<file path="src/rtl/pmc_pkg.sv">
/*
 * Shared constants and types of the port mode change controller:
 * register offsets, field positions, reset values, states and carriers.
 * Assumes a switch of eight ports grouped into four partitions.
 */
package pmc_pkg;

	// Switch geometry
	localparam int NPORT  = 8;
	localparam int NPART  = 4;
	localparam int PORT_W = 3;
	localparam int PART_W = 2;
	localparam int DEVN_W = 4;

	// Register byte offsets
	localparam logic [7:0] ADDR_CTRL = 8'h00;
	localparam logic [7:0] ADDR_STAT = 8'h04;
	localparam logic [7:0] ADDR_MAP  = 8'h08;
	localparam logic [7:0] ADDR_PART = 8'h0c;
	localparam logic [7:0] ADDR_DEVN = 8'h10;
	localparam logic [7:0] ADDR_PWR  = 8'h14;

	// Control register fields
	localparam int CTRL_PORT_LSB = 0;
	localparam int CTRL_PART_LSB = 4;
	localparam int CTRL_UP_BIT   = 8;
	localparam int CTRL_ATT_BIT  = 9;
	localparam int CTRL_DEVN_LSB = 12;
	localparam int CTRL_ACT_LSB  = 16;
	localparam int CTRL_GO_BIT   = 31;

	// Status register fields
	localparam int STAT_START_LSB = 0;
	localparam int STAT_DONE_LSB  = 8;
	localparam int STAT_BUSY_BIT  = 16;

	// Map and power register fields
	localparam int MAP_UP_LSB    = 8;
	localparam int MAP_ROUTE_LSB = 16;
	localparam int PWR_HOT_LSB   = 0;
	localparam int PWR_SBR_LSB   = 4;
	localparam int PWR_US_LSB    = 8;
	localparam int PWR_L1_LSB    = 16;

	// Reset values
	localparam logic [NPORT-1:0] RST_MEMBER = 8'h00;
	localparam logic [NPORT-1:0] RST_FLAGS  = 8'h00;
	localparam logic [31:0]      RST_RDATA  = 32'h0000_0000;

	// Action applied to the port itself
	typedef enum logic [1:0] {
		PMC_ACT_NONE  = 2'b00,
		PMC_ACT_RESET = 2'b01
	} pmc_action_t;

	// Sequencer steps
	typedef enum logic [2:0] {
		PMC_ST_IDLE   = 3'b000,
		PMC_ST_REMOVE = 3'b001,
		PMC_ST_DEVN   = 3'b010,
		PMC_ST_ADD    = 3'b011,
		PMC_ST_ACTION = 3'b100,
		PMC_ST_DONE   = 3'b101
	} pmc_state_t;

	// One mode change request
	typedef struct packed {
		logic [PORT_W-1:0] port;
		logic [PART_W-1:0] part;
		logic              up;
		logic              attach;
		logic [DEVN_W-1:0] devnum;
		pmc_action_t       action;
	} pmc_req_t;

	// Per port state from the switch core
	typedef struct packed {
		logic hot_reset;
		logic secondary_reset_bit;
		logic rx_l0s_exit;
		logic in_l1;
	} pmc_port_in_t;

	// Per port effects towards the switch core
	typedef struct packed {
		logic hr_active;
		logic sbr_active;
		logic dsp_sbr;
		logic tx_l0s_exit;
		logic l1_ok;
	} pmc_port_out_t;

endpackage

</file>
<file path="src/rtl/pmc_ctrl.sv">
/*
 * Port operating mode change controller with an APB register slave.
 * Runs remove, device number update, add and port action in order,
 * and couples resets and ASPM states within each partition.
 * Assumes core inputs are synchronous to pclk and software quiesces
 * the port and waits for completion between changes.
 */
// The APB register port and the placing of the registers were decided locally.
`timescale 1ns/1ns
`default_nettype none

// Summary of operation
// - A change inside one partition is a full removal then re-addition.
// - A device number change alone is removal, number update, then addition.
// - Set started flag, remove, add, apply action, then set done flag.
// - A partition losing its upstream port keeps working without one.
// - Removing the hot-reset-driving upstream port ends that partition hot reset.
// - Removing a downstream port leaves hot reset running on the others.
// - Removing an upstream port with secondary reset set ends partition bus reset.
// - Removing a downstream port leaves upstream secondary bus reset on others.
// - A removed downstream port's own secondary reset leaves the partition alone.
// - Removing a port invalidates all partition routes that target it.
// - Downstream receiver L0s exit starts L0s exit on upstream transmitter.
// - A removed downstream port no longer drives upstream L0s state.
// - Upstream receiver L0s exit starts L0s exit on all downstream transmitters.
// - A removed upstream port no longer drives downstream L0s state.
// - Upstream port enters L1 only when all downstream members are in L1.
// - A removed downstream port is left out of the L1 entry condition.
// - Removing an upstream port leaves downstream L1 state unchanged.
// - The action field selects reset or no action for the port.
module pmc_ctrl
	import pmc_pkg::*;
(
	// Clock and reset
	input  wire logic                     pclk,
	input  wire logic                     presetn,
	// APB slave
	input  wire logic [7:0]               paddr,
	input  wire logic                     psel,
	input  wire logic                     penable,
	input  wire logic                     pwrite,
	input  wire logic [31:0]              pwdata,
	output logic                          pready,
	output logic [31:0]                   prdata,
	output logic                          pslverr,
	// Switch core
	input  wire pmc_port_in_t [NPORT-1:0] port_in,
	output pmc_port_out_t [NPORT-1:0]     port_out,
	output logic [NPORT-1:0]              route_valid,
	output logic [NPORT-1:0]              port_reset,
	output logic                          busy
);

	// Sequencer and membership state
	pmc_state_t                 state_q, state_d;
	pmc_req_t                   req_q, req_d;
	logic [NPORT-1:0]           member_q, member_d;
	logic [NPORT-1:0]           up_q, up_d;
	logic [NPORT-1:0][PART_W-1:0] part_q, part_d;
	logic [NPORT-1:0][DEVN_W-1:0] devn_q, devn_d;
	logic [NPORT-1:0]           route_q, route_d;
	logic [NPORT-1:0]           started_q, started_d;
	logic [NPORT-1:0]           done_q, done_d;
	logic [NPORT-1:0]           preset_q, preset_d;

	// Bus side state
	logic [31:0]                rdata_q, rdata_d;

	// Coupling results
	pmc_port_out_t [NPORT-1:0]  couple_out;
	pmc_port_out_t [NPORT-1:0]  pout_q;
	logic [NPART-1:0]           part_hot;
	logic [NPART-1:0]           part_sbr;
	logic [NPART-1:0]           part_has_us;
	logic [NPART-1:0]           part_l1;

	// Bus strobes
	logic                       setup;
	logic                       wr;
	logic                       go_req;
	logic                       go_busy;
	pmc_req_t                   new_req;

	// Address decode, used by the error logic only
	function automatic logic is_mapped(input logic [7:0] a);
		is_mapped = (a == ADDR_CTRL) || (a == ADDR_STAT) || (a == ADDR_MAP)
			|| (a == ADDR_PART) || (a == ADDR_DEVN) || (a == ADDR_PWR);
	endfunction

	// Fields of a control write
	function automatic pmc_req_t decode_req(input logic [31:0] w);
		pmc_req_t r;
		r.port   = w[CTRL_PORT_LSB +: PORT_W];
		r.part   = w[CTRL_PART_LSB +: PART_W];
		r.up     = w[CTRL_UP_BIT];
		r.attach = w[CTRL_ATT_BIT];
		r.devnum = w[CTRL_DEVN_LSB +: DEVN_W];
		r.action = pmc_action_t'(w[CTRL_ACT_LSB +: 2]);
		return r;
	endfunction

	// Partition coupling of resets and power states
	pmc_couple u_couple (
		.member      (member_q),
		.upstream    (up_q),
		.part        (part_q),
		.port_in     (port_in),
		.port_out    (couple_out),
		.part_hot    (part_hot),
		.part_sbr    (part_sbr),
		.part_has_us (part_has_us),
		.part_l1     (part_l1)
	);

	// APB phase strobes
	assign setup   = psel & ~penable;
	assign wr      = psel & penable & pwrite;
	assign new_req = decode_req(pwdata);
	assign go_req  = wr & (paddr == ADDR_CTRL) & pwdata[CTRL_GO_BIT];
	assign go_busy = go_req & (state_q != PMC_ST_IDLE);

	// Zero wait state answer
	assign pready  = 1'b1;
	assign pslverr = psel & penable & (~is_mapped(paddr) | go_busy);
	assign prdata  = rdata_q;

	// Outputs from flip-flops, busy decoded from state_q
	assign port_out    = pout_q;
	assign route_valid = route_q;
	assign port_reset  = preset_q;
	assign busy        = (state_q != PMC_ST_IDLE);

	// Read data captured in the setup phase
	always_comb begin
		rdata_d = rdata_q;
		if (setup) begin
			rdata_d = '0;
			case (paddr)
				ADDR_CTRL: begin
					rdata_d[CTRL_PORT_LSB +: PORT_W] = req_q.port;
					rdata_d[CTRL_PART_LSB +: PART_W] = req_q.part;
					rdata_d[CTRL_UP_BIT]             = req_q.up;
					rdata_d[CTRL_ATT_BIT]            = req_q.attach;
					rdata_d[CTRL_DEVN_LSB +: DEVN_W] = req_q.devnum;
					rdata_d[CTRL_ACT_LSB +: 2]       = req_q.action;
				end
				ADDR_STAT: begin
					rdata_d[STAT_START_LSB +: NPORT] = started_q;
					rdata_d[STAT_DONE_LSB +: NPORT]  = done_q;
					rdata_d[STAT_BUSY_BIT]           = busy;
				end
				ADDR_MAP: begin
					rdata_d[0 +: NPORT]             = member_q;
					rdata_d[MAP_UP_LSB +: NPORT]    = up_q;
					rdata_d[MAP_ROUTE_LSB +: NPORT] = route_q;
				end
				ADDR_PART: begin
					rdata_d[0 +: NPORT*PART_W] = part_q;
				end
				ADDR_DEVN: begin
					rdata_d = devn_q;
				end
				ADDR_PWR: begin
					rdata_d[PWR_HOT_LSB +: NPART] = part_hot;
					rdata_d[PWR_SBR_LSB +: NPART] = part_sbr;
					rdata_d[PWR_US_LSB +: NPART]  = part_has_us;
					rdata_d[PWR_L1_LSB +: NPART]  = part_l1;
				end
				default: begin
					rdata_d = RST_RDATA;
				end
			endcase
		end
	end

	always_ff @(posedge pclk or negedge presetn) begin
		if (!presetn) begin
			rdata_q <= RST_RDATA;
		end else begin
			rdata_q <= rdata_d;
		end
	end

	// Mode change sequencer, one step per cycle
	always_comb begin
		state_d   = state_q;
		req_d     = req_q;
		member_d  = member_q;
		up_d      = up_q;
		part_d    = part_q;
		devn_d    = devn_q;
		route_d   = route_q;
		started_d = started_q;
		done_d    = done_q;
		preset_d  = '0;
		// Software clears flags first so a same-cycle set wins
		if (wr && paddr == ADDR_STAT) begin
			started_d = started_d & ~pwdata[STAT_START_LSB +: NPORT];
			done_d    = done_d & ~pwdata[STAT_DONE_LSB +: NPORT];
		end
		case (state_q)
			PMC_ST_IDLE: begin
				if (go_req) begin
					req_d                  = new_req;
					started_d[new_req.port] = 1'b1;
					done_d[new_req.port]    = 1'b0;
					state_d                = PMC_ST_REMOVE;
				end
			end
			PMC_ST_REMOVE: begin
				// Leaving the partition drops routes and all coupling
				member_d[req_q.port] = 1'b0;
				up_d[req_q.port]     = 1'b0;
				route_d[req_q.port]  = 1'b0;
				state_d              = PMC_ST_DEVN;
			end
			PMC_ST_DEVN: begin
				devn_d[req_q.port] = req_q.devnum;
				state_d            = PMC_ST_ADD;
			end
			PMC_ST_ADD: begin
				if (req_q.attach) begin
					member_d[req_q.port] = 1'b1;
					up_d[req_q.port]     = req_q.up;
					part_d[req_q.port]   = req_q.part;
					route_d[req_q.port]  = 1'b1;
				end
				state_d = PMC_ST_ACTION;
			end
			PMC_ST_ACTION: begin
				// Unknown codes behave as no action
				if (req_q.action == PMC_ACT_RESET) begin
					preset_d[req_q.port] = 1'b1;
				end
				state_d = PMC_ST_DONE;
			end
			PMC_ST_DONE: begin
				done_d[req_q.port] = 1'b1;
				state_d            = PMC_ST_IDLE;
			end
			default: begin
				state_d = PMC_ST_IDLE;
			end
		endcase
	end

	always_ff @(posedge pclk or negedge presetn) begin
		if (!presetn) begin
			state_q   <= PMC_ST_IDLE;
			req_q     <= '0;
			member_q  <= RST_MEMBER;
			up_q      <= RST_MEMBER;
			part_q    <= '0;
			devn_q    <= '0;
			route_q   <= RST_MEMBER;
			started_q <= RST_FLAGS;
			done_q    <= RST_FLAGS;
			preset_q  <= RST_FLAGS;
		end else begin
			state_q   <= state_d;
			req_q     <= req_d;
			member_q  <= member_d;
			up_q      <= up_d;
			part_q    <= part_d;
			devn_q    <= devn_d;
			route_q   <= route_d;
			started_q <= started_d;
			done_q    <= done_d;
			preset_q  <= preset_d;
		end
	end

	// Registered coupling effects towards the core
	always_ff @(posedge pclk or negedge presetn) begin
		if (!presetn) begin
			pout_q <= '0;
		end else begin
			pout_q <= couple_out;
		end
	end

endmodule // pmc_ctrl

`default_nettype wire

</file>
<file path="src/rtl/pmc_couple.sv">
/*
 * Partition coupling of resets and link power states, purely combinational.
 * Assumes membership inputs come from the controller's own flip-flops.
 */
`timescale 1ns/1ns
`default_nettype none

module pmc_couple
	import pmc_pkg::*;
(
	// Membership
	input  wire logic [NPORT-1:0]             member,
	input  wire logic [NPORT-1:0]             upstream,
	input  wire logic [NPORT-1:0][PART_W-1:0] part,
	// Core state
	input  wire pmc_port_in_t [NPORT-1:0]     port_in,
	// Effects
	output pmc_port_out_t [NPORT-1:0]         port_out,
	output logic [NPART-1:0]                  part_hot,
	output logic [NPART-1:0]                  part_sbr,
	output logic [NPART-1:0]                  part_has_us,
	output logic [NPART-1:0]                  part_l1
);

	logic [NPART-1:0] us_rx_exit;
	logic [NPART-1:0] ds_rx_exit;

	// Per partition reductions over current members only
	always_comb begin
		part_hot    = '0;
		part_sbr    = '0;
		part_has_us = '0;
		us_rx_exit  = '0;
		ds_rx_exit  = '0;
		part_l1     = '1;
		for (int i = 0; i < NPORT; i++) begin
			for (int p = 0; p < NPART; p++) begin
				if (member[i] && part[i] == PART_W'(p)) begin
					if (upstream[i]) begin
						part_has_us[p] = 1'b1;
						part_hot[p]    = part_hot[p] | port_in[i].hot_reset;
						part_sbr[p]    = part_sbr[p] | port_in[i].secondary_reset_bit;
						us_rx_exit[p]  = us_rx_exit[p] | port_in[i].rx_l0s_exit;
					end else begin
						ds_rx_exit[p] = ds_rx_exit[p] | port_in[i].rx_l0s_exit;
						part_l1[p]    = part_l1[p] & port_in[i].in_l1;
					end
				end
			end
		end
	end

	// Per port effects
	genvar g;
	generate
		for (g = 0; g < NPORT; g++) begin : g_port
			logic is_us;
			logic is_ds;
			assign is_us = member[g] & upstream[g];
			assign is_ds = member[g] & ~upstream[g];
			assign port_out[g].hr_active   = is_ds & part_hot[part[g]];
			assign port_out[g].sbr_active  = is_ds & part_sbr[part[g]];
			assign port_out[g].dsp_sbr     = is_ds & port_in[g].secondary_reset_bit;
			assign port_out[g].tx_l0s_exit = (is_us & ds_rx_exit[part[g]])
				| (is_ds & us_rx_exit[part[g]]);
			assign port_out[g].l1_ok       = is_us & part_l1[part[g]];
		end
	endgenerate

endmodule // pmc_couple

`default_nettype wire

</file>
<file path="config.mk">
export PLATFORM = sky130hd
export DESIGN_NAME = pmc_ctrl
export DESIGN_NICKNAME = d
export VERILOG_FILES = /design/src/rtl/pmc_pkg.sv /design/src/rtl/pmc_ctrl.sv /design/src/rtl/pmc_couple.sv
export SDC_FILE = /design/constraint.sdc
export NUM_CORES = 1
export LEC_CHECK = 0
export BUFFER_PORTS_ARGS = -buffer_cell sky130_fd_sc_hd__buf_2
export CAP_MARGIN = 10
export CORE_UTILIZATION = 35
export DETAILED_ROUTE_END_ITERATION = 8
export GPL_TIMING_DRIVEN = 0
export PLACE_DENSITY = 0.56
export REMOVE_ABC_BUFFERS = 1
export SLEW_MARGIN = 20
export SYNTH_ARGS = -nofsm -noshare
export SYNTH_HDL_FRONTEND = slang
export SYNTH_HIERARCHICAL = 1
export SYNTH_SLANG_ARGS = --single-unit
</file>
<file path="constraint.sdc">
create_clock -name pclk -period 2.3 [get_ports pclk]
set_input_delay 0.23 -clock pclk [delete_from_list [all_inputs] [get_ports pclk]]
set_output_delay 0.23 -clock pclk [all_outputs]
set_load 0.02 [all_outputs]
</file>
# Word level (Yosys, flattened, before mapping)
# Cells that the tools add are included.
[word_totals]
word_cells = 903
ff_bits = 184
output_inout_bits = 91
[op_classes]
n_eq_ne = 37
reduce_logical = 55
n_bitwise = 244
n_mux = 485
magnitude_cmp = 12
[ops]
columns = ["cell", "n"]
rows = [
  ["$mux W1", 408],
  ["$or A1 B1 Y1", 121],
  ["$and A1 B1 Y1", 99],
  ["$mux W8", 11],
  ["$bmux W1 S2", 40],
  ["$pmux W8 S2", 4],
  ["$and A8 B8 Y8", 6],
  ["$logic_and A1 B1 Y1", 35],
  ["$bwmux W32", 1],
  ["$eq A2 B2 Y1 const B", 16],
  ["$not A8 Y8", 4],
  ["$or A8 B8 Y8", 4],
  ["$lt A2 B3 Y1 const B", 8],
  ["$pmux W2 S6", 2],
  ["$pmux W2 S5", 2],
  ["$pmux W4 S5", 1],
  ["$eq A2 B1 Y1 const B", 9],
  ["$pmux W3 S6", 1],
  ["$bwmux W16", 1],
  ["$eq A8 B4 Y1 const B", 2],
  ["$eq A8 B5 Y1 const B", 2],
  ["$logic_not A2 Y1", 8],
  ["$pmux W3 S5", 1],
  ["$demux W4 S3", 1],
  ["24 further kinds", 46],
]

# Longest topological paths before layout
# Gate-level depths: netlist (run 1).
[depth]
ltp_word = 28
ltp_mapped = 10

# Modules after synthesis
# Netlist (run 1), hierarchy kept.
[by_module_without_submodules]
columns = ["module", "n_inst", "seq_area_each_um2", "area_per_inst_um2", "cells_each"]
rows = [
  ["pmc_ctrl", 1, 4404.2, 7508.5, 612],
  ["pmc_couple", 1, 0.0, 3420.8, 504],
]

# Worst setup path before layout (run 1)
# No wires, ideal clock.
[synth_path]
path_kind = "register to register"
startpoint = "reg with a tool-made name"
endpoint = "reg rdata_q[1], in the netlist prdata[1]"
setup_ps = 128
path_buffers = 2
stages_incl_launch_ff = 10
t_arrival_ps = 2044
slack_ps = 128
cell_sequence = "dfrtp_1 -> buf_2 -> and4b_1 -> a222oi_1 -> and4_1 -> clkbuf_1 -> inv_1 -> mux2i_1 -> a2bb2oi_1 -> o21ai_0"
[synth_rtl]
columns = ["item", "line_no", "rtl"]
rows = [
  ["to (signal assigned)", "pmc_ctrl.sv:180", "rdata_q <= rdata_d;"],
  ["to (decl)", "pmc_ctrl.sv:67", "logic [31:0] rdata_q, rdata_d;"],
]

# Worst setup path after layout (run 1)
[layout_path]
startpoint = "reg part_q[13] in the netlist's numbering"
endpoint = "reg rdata_q[17], in the netlist prdata[17]"
[layout_via]
elab_chain_cells = 7
[layout_rtl]
columns = ["item", "line_no", "rtl"]
rows = [
  ["from (decl)", "pmc_ctrl.sv:59", "logic [NPORT-1:0][PART_W-1:0] part_q, part_d;"],
  ["from (signal assigned)", "pmc_ctrl.sv:264", "part_q <= part_d;"],
  ["$eq A2 B1 Y1 (*)", "pmc_couple.sv:38", "if (member[i] && part[i] == PART_W'(p)) begin"],
  ["$logic_and A1 B1 Y1 (*)", "pmc_couple.sv:38", ""],
  ["$mux W1 (*)", "pmc_couple.sv:38", ""],
  ["$and A1 B1 Y1", "pmc_couple.sv:46", "part_l1[p] = part_l1[p] & port_in[i].in_l1;"],
  ["$mux W1", "pmc_couple.sv:39", "if (upstream[i]) begin"],
  ["$mux W1 (*)", "pmc_couple.sv:38", ""],
  ["via part_l1[1]", "pmc_ctrl.sv:75", "logic [NPART-1:0] part_l1;"],
  ["$pmux W1 S4 (*)", "pmc_ctrl.sv:138", "case (paddr)"],
]
# The timed path passes the listed nets; every way through them passes the cells marked *.
# A chain may end at the register's enable or synchronous reset.

==> impl_results.md, run 1 <==
* Total leakage power at 6.26 nW
* Setup TNS at -723 ps
* Min cycle time layout at 2430 ps
* Fin. max-slew vios at 0
* Largest family of logic cells by synthesized area: simple AND/OR/NAND/NOR gates
* Count of cell types in the netlist at 89
* Vias in the first global route at 10,349
* Post-route DRC violation count at 0
* Number of flops mapped to enable cells by yosys at 0
* Register area share after synthesis at 40.3%
* Core Rows at 64
* CTS tree: yes
* Setup Viol. Count Final at 23
* Post-route ant nets at 0
* Vias/cell at 6.39
* Post-synth ARST share at 100%
* Mux contribution to synthesized area at between 10% and 20%
* Total grt overflow at 0
* GRT Util Overall at 31.5%
* Die width at 179 um
* Pwr/cell area at between 500 and 600 nW/um^2
* Max-slew headroom at 36.9%
* Placed cell areas at 11,900 um^2
* CTS Root Cell: clkbuf_16
* Crit path DAT at 2760 ps
* Power Total at 7.36 mW
* Port Buffers at 153
* Final Hold Vio Count at 0
* Die height at roughly 180 um
* Bufs on Longest Clock Path at 2
* Syn. warnings at 6
* Worst R2R Start: part_q[13]
* Wirelength per Cell at 28.8 um
* Routed WL at 49.6 mm
* Status: complete, but fails checks
* Initial Util at 35.6%
* I/O pin cnt at approximately 170
* Drt pass-1 iters at 8
* Worst-path clk slew at 80 ps
* Layout area overhead at 29.0%
* Hold WS at about 20 ps
* Clock Latency Late Sink at 450 ps
* Simple-gate area share of the yosys netlist at between 20% and 30%
* Register bit total from synthesis at 176
* Final Cell Area at approximately 14,000 um^2
* Xor and xnor area share after synthesis at 0.0801%
* Worst Path Required at about 2600 ps
* CP endpoint kind: flip-flop
* Synth Flop Type: dfrtp_1
* Layout cell share with drive strength beyond 1 at 40.9%
* Measured slew at the worst slew-check pin at 943 ps
* Leading area contributor after synthesis: dfrtp_1
* Worst Skew at roughly 14 ps
* Initial antenna violation count at 0
* Largest fanout on the critical path at 6
* VDD IR max at 0.492 mV
* Vias at 10,995
* Synth area leaders: dfrtp_1 40%, mux2_2 7.7%, nand2_1 3.5%, nand3_1 2.9%, mux2i_1 2.8%
* Core ar. at 30,700 um^2
* PnR worst setup slack at -130 ps
* Iter 0 DRT Violations at between 1,000 and 1,500
* Die area at approximately 32,000 um^2
* Largest net degree at the start of global routing at 77
* Setup crit start kind: flip-flop
* Achievable Freq at 0.411 GHz
* Total of max-cap violations at 0
* Post-DP HPWL at 31.4 mm
* Complex-gate fraction of the synthesized area at 18.2%
* Failing checks: negative setup slack
* Post-synthesis cell count at 1,116
* # clock sinks at 176
* H-tree levels at 4
* RePlAce Congestion at ~1
* Share of the synthesized area in the top cell type at 40.3%
* Hold path start: port_in[2]
* Post-Synthesis Cell Area at 10,900 um^2
* First-pass GRT wire length at ~72 mm
* Hold Path Class: in -> reg
* Adder-Cell Fraction of Synth Area at 0%
* Ant. Diodes at 0
* Post-synthesis average cell area at 9.79 um^2
* Inserted Clock Buffers at 17
* Final period util at 106%
* RSZ-0062 raised after global routing: yes
* CP Class: reg -> reg
* Layout Nets at 1,389
* Worst setup path start: part_q[13]
-- area by class of cell --
| type | instances | area, um^2 |
|---|---|---|
| Clock buffer | 17 | 425 |
| Clock inverter | 15 | 204 |
| Fill cell | 2994 | 16600 |
| Inverter | 24 | 90.1 |
| Multi-Input combinational cell | 823 | 6520 |
| Sequential cell | 176 | 4500 |
| Tap cell | 396 | 495 |
| Timing Repair Buffer | 270 | 1870 |
-- final timing paths --
kind / end / depth (start not counted) / slack (ps)
worst min-delay path: port_out[2] / 2 / 20
worst max register to register: prdata[17] / 9 / -130
max in group asynchronous: up_q[4] / 3 / 1280
min in group asynchronous: port_out[0] / 2 / 280
worst min register to register: prdata[25] / 2 / 460
worst max-delay path: prdata[17] / 9 / -130
-- cells by family (layout without fill, tap and decap cells) --
| logic type | count (synthesis) | after routing |
|---|---|---|
| flops | 176 | 176 |
| mux | 123 | 123 |
| compound gates | 253 | 253 |
| other cells | 1 | 1 |
| simple gates | 444 | 445 |
| xor+xnor | 1 | 1 |
| buf+inv | 118 | 326 |
-- sequential cells by signal, indices dropped and copies added, names as in the netlist, named ones only --
register    count
port_reset      8
req_q          13
prdata         32
part_q         16
devn_q         32
port_out       40
done_q          8
up_q            8
started_q       8
state_q         3
-- synthesized netlist by cell type, types with 7 or more instances --
cell type    n
dfrtp_1    176
a41o_1       8
and2_1      19
a22oi_1     21
nand4_1     17
a221oi_1     7
o21ai_0     33
o22ai_1     36
nor2b_1     17
buf_4        9
o21bai_1     7
or2_2        7
o21a_1       7
mux2_2      75
nand3_1     63
a22o_1      11
o221ai_1     8
a211oi_1    10
clkbuf_1    26
a32oi_1      7
a2bb2oi_1    7
nand3b_1    23
nand2_1    103
nor3b_1      8
and4_1       9
buf_2       46
nand2b_1    22
o2111a_1     7
or3b_2       7
mux2i_1     31
mux4_2      10
and4b_1      8
nor2_1      66
a21oi_1     17
nor3_1      30
inv_1       24
mux2_1       7
buf_1        9
-- worst max-delay path, cell delays in order, from the launching register on --
cell and delay, ps:
dfrtp_4 550, or2_2 360, o22ai_1 210, nor2_1 120, nand4_1 170, inv_1 70
mux2i_2 240, o32ai_2 130, a221oi_2 370, nor2_1 70
-- stage by stage --
step / instances / utilization (%) / worst slack, ps
2_1_floorplan: 1022 / - / 52.5
3_3_place_gp: 1571 / 38.2 / -1950
3_5_place_dp: 1577 / 38.9 / -1100
4_1_cts: 1710 / 45.2 / -93.5
5_1_grt: 1721 / 46.0 / -169
6_report: 1721 / 46.0 / -130
-- cell usage in the layout (no fill, tap or decap), types with 7 or more instances in the layout --
| master | n |
|---|---|
| clkbuf_16 | 17 |
| nand4_1 | 17 |
| dfrtp_4 | 24 |
| o21ai_1 | 7 |
| a41o_1 | 8 |
| a22oi_1 | 19 |
| mux2_2 | 74 |
| o21a_1 | 7 |
| mux2_1 | 7 |
| nand3b_1 | 23 |
| nor2_1 | 62 |
| mux2i_1 | 30 |
| o22ai_1 | 34 |
| o21ai_0 | 27 |
| o21bai_1 | 7 |
| nand3_1 | 59 |
| dfrtp_1 | 144 |
| a21oi_1 | 17 |
| inv_1 | 22 |
| a211oi_1 | 7 |
| and2_1 | 13 |
| dfrtp_2 | 8 |
| nand2_1 | 98 |
| buf_6 | 13 |
| mux4_2 | 10 |
| a22o_1 | 11 |
| buf_4 | 87 |
| a2bb2oi_1 | 7 |
| and4_1 | 7 |
| nor2b_1 | 15 |
| nor3_1 | 27 |
| nand2b_1 | 17 |
| buf_2 | 153 |
-- what timing repair did --
item                                    CTS  global route
endpoints found under the hold margin    46             0
resized for setup                       132            44
pin swaps                                31            19
cloned                                    1             0
endpoints found under the setup margin   53            58
hold buffers                              3             0
buffers inserted                         97            11
-- per-layer routing --
layer | vias up | share of wire, % | wire (um) | GRT usage [%]
met4 | 0 | 5.9 | 2950 | 17.1
met1 | 5405 | 39 | 19400 | 40.3
met5 | - | 0 | 0 | 0
li1 | 4631 | - | - | -
met2 | 761 | 46 | 22600 | 50.0
met3 | 198 | 9.3 | 4620 | 6.23
-- report_power, final --
part           leakage (nW)  switching, mW  internal (mW)  total, mW
clock                 0.301           1.49           1.59       3.07
sequential             2.36          0.134           3.17       3.30
combinational          3.60          0.630          0.352      0.982
total                  6.26           2.25           5.11       7.36
No activity file was read; power rests on OpenSTA's default activity.
==> inputs of run 2 (changes only) <==
- CORE_UTILIZATION: 35 -> 55
- PLACE_DENSITY: 0.56 -> 0.8
==> run 2 against run 1 <==
The flow still finishes with violations (negative setup slack); register-to-register slack worse by 30 ps; final area grew 1.4%; fmax decreased by 1.1%; via count is 7.9% higher; combinational power up 5%; sequential cell count stayed put; worst hold slack lost 7.3 ps; utilization rose by 28 points; sequential share of layout area decreased by 0.45 points; total power up 1.9%; count of clock-buffer cells in the layout stayed put; largest cell class unchanged; highest routed layer is now met5.
==> impl_results.md, run 2 (synthesis results as in run 1) <==
* Status: complete, but fails checks
* Failing checks: negative setup slack
* Cell Count, Final, Fillers Out at 1,618 (-6.0%)
* I/O pin cnt at 168 (unchanged)
* Fillers at 1,343 (-55%)
* Iter 0 DRT Violations at 2,009 (+55%)
* Worst Skew at 12.4 ps (-1.47 ps)
* Drt pass-1 iters at 7 (-1)
* Routed WL at 49.9 mm (+0.68%)
* CP endpoint kind: flip-flop
* Layout Nets at 1,415 (+1.9%)
* Logic pwr share at 13.8% (+0.5 points)
* Core ar. at 19,500 um^2 (-37%)
* PnR worst setup slack at -158 ps (-27.8 ps)
* Post-route DRC violation count at 0 (unchanged)
* Total of max-cap violations at 0 (unchanged)
* Vias in the first global route at 10,910 (+5.4%)
* # clock sinks at 176 (unchanged)
* Min cycle time layout at 2460 ps (+27.8 ps)
* Layout cell share with drive strength beyond 1 at 42.4% (+1.5 points)
* Total grt overflow at 0 (unchanged)
* RSZ-0062 raised after global routing: yes
* Initial Util at 56.2% (+21 points)
* Measured slew at the worst slew-check pin at 1180 ps (+235 ps)
* Largest net degree at the start of global routing at 97 (+26%)
* Largest fanout on the critical path at 11 (+5)
* CP Class: reg -> reg
* Reg-to-reg endpoint: port_out[16]
* Core Rows at 51 (-20%)
* Post-route ant nets at 0 (unchanged)
* RePlAce Congestion at 1.06 (+8.1%)
* Total leakage power at 6.41 nW (+2.4%)
* Commonest non-fill, non-tap cell in the layout: buf_2
* H-tree levels at 4 (unchanged)
* Clock Latency Late Sink at 450 ps (about the same)
* Hold Path End: req_q[9]
* Pwr/cell area at 524 nW/um^2 (+0.42%)
* Worst Path Required at 2630 ps (about the same)
* Die width at 143 um (-20%)
* GRT Util Overall at 47.4% (+16 points)
* Achievable Freq at 0.407 GHz (-1.1%)
* Hold path cells at 2 (unchanged)
* Hold WS at 12.4 ps (-7.26 ps)
* CTS tree: yes
* Reg-to-reg slack, setup at -160 ps (-30 ps)
* Setup Viol. Count Final at 34 (+48%)
* Die area at 20,400 um^2 (-36%)
* Most frequent cells in the layout: 150 x buf_2, 144 x dfrtp_1, 105 x buf_4, 98 x nand2_1, 74 x mux2_2
* Post-DP HPWL at 28.6 mm (-8.7%)
* Initial antenna violation count at 0 (unchanged)
* Max-slew headroom at 21.0% (-16 points)
* Final Hold Vio Count at 0 (unchanged)
* Layout area overhead at 30.9%
* Clock share of power at 42.2% (+0.5 points)
* Placed cell areas at 11,700 um^2 (-2.3%)
* P_int at 5.08 mW (-0.56%)
* Worst R2R Start: part_q[9]
* Hold Path Class: in -> reg
* Hold path start: pwdata[5]
* Die height at 143 um (-20%)
* Max reg flops at 40 (unchanged)
* Power Total at 7.49 mW (+1.9%)
* Vias at 11,863 (+7.9%)
* Port Buffers at 153 (unchanged)
* Crit path DAT at 2790 ps (+30 ps)
* CTS Root Cell: clkbuf_16
* Reg power frac at 44.0% (-0.9 points)
* Wirelength per Cell at 30.9 um (+7.1%)
* P_sw at 2.41 mW (+7.3%)
* Final Cell Area at 14,300 um^2 (+1.4%)
* FF-to-FF path depth at 6 (-3)
* Setup crit start kind: flip-flop
* Worst-path clk slew at 80 ps (about the same)
* Fin. max-slew vios at 0 (unchanged)
* Inserted Clock Buffers at 17 (unchanged)
* First-pass GRT wire length at 69.1 mm (-3.8%)
* Final period util at 107% (+1.2 points)
* VDD IR max at 0.538 mV (+9.3%)
* Placed cells at 1,442 (-8.6%)
* Vias/cell at 7.33 (+15%)
* Sw frac at 32.2% (+1.6 points)
* Setup WS pre-CTS at -1020 ps (+81.6 ps)
* Bufs on Longest Clock Path at 2 (unchanged)
run 2: repair_timing:
item | in CTS | in global routing
gates resized for setup | 106 | 101
pin swaps | 25 | 46
hold endpoints to repair | 96 | 0
buffers inserted | 83 | 54
setup endpoints to repair | 53 | 61
gates cloned | 1 | 3
hold buffers | 2 | 0
run 2: cell type report:
type	instances	area [um^2]	area share, %
multi-input cells	826	6680	46.7
flip-flops and latches	176	4500	31.5
repair buffers	293	2050	14.3
clock buffers	17	425	2.97
well taps	265	332	2.32
clock inverters	15	215	1.50
inverters	24	90.1	0.630
diodes	2	5.00	0.0350
run 2: power by group through the flow:
stage,clock network (mW),registers [mW],logic (mW)
after global routing,3.28,3.31,1.07
final,3.16,3.30,1.03
after floorplan,0,3.36,0.406
after CTS,3.13,3.29,0.865
after detailed placement,0,3.35,0.838
after global placement,0,3.35,0.814
run 2: metal layers:
metal	track usage [%]	wire length (um)	share of wire [%]
met1	57.3	16900	34
met2	70.9	21200	42
met3	14.4	6980	14
met4	35.9	4860	9.7
met5	0	34	0.068
run 2: how the worst max path moves through the flow:
stage	startpoint	endpoint	slack, ps	cells past startpoint
2_1_floorplan	part_q[9]	port_out[36]	50	6
3_3_place_gp	presetn	devn_q[31]	-1700	1
3_5_place_dp	part_q[6]	prdata[2]	-1020	7
4_1_cts	up_q[6]	prdata[9]	-40	8
5_1_grt	up_q[5]	prdata[0]	-240	8
6_report	part_q[9]	port_out[16]	-160	6
run 2: worst max-delay path, cell delays in order (launching register included):
cell and delay (ps):
dfrtp_4 570, nand3b_1 350, o22ai_1 160, or4_4 670, mux2i_1 210, a211oi_1 120, a41o_1 240
run 2: through the flow:
step,utilization (%),setup TNS (ps)
4_1_cts,68.6,-72.0
3_5_place_dp,59.9,-37600
6_report,73.5,-2530
3_3_place_gp,59.4,-350130
5_1_grt,73.5,-4020
2_1_floorplan,-,0
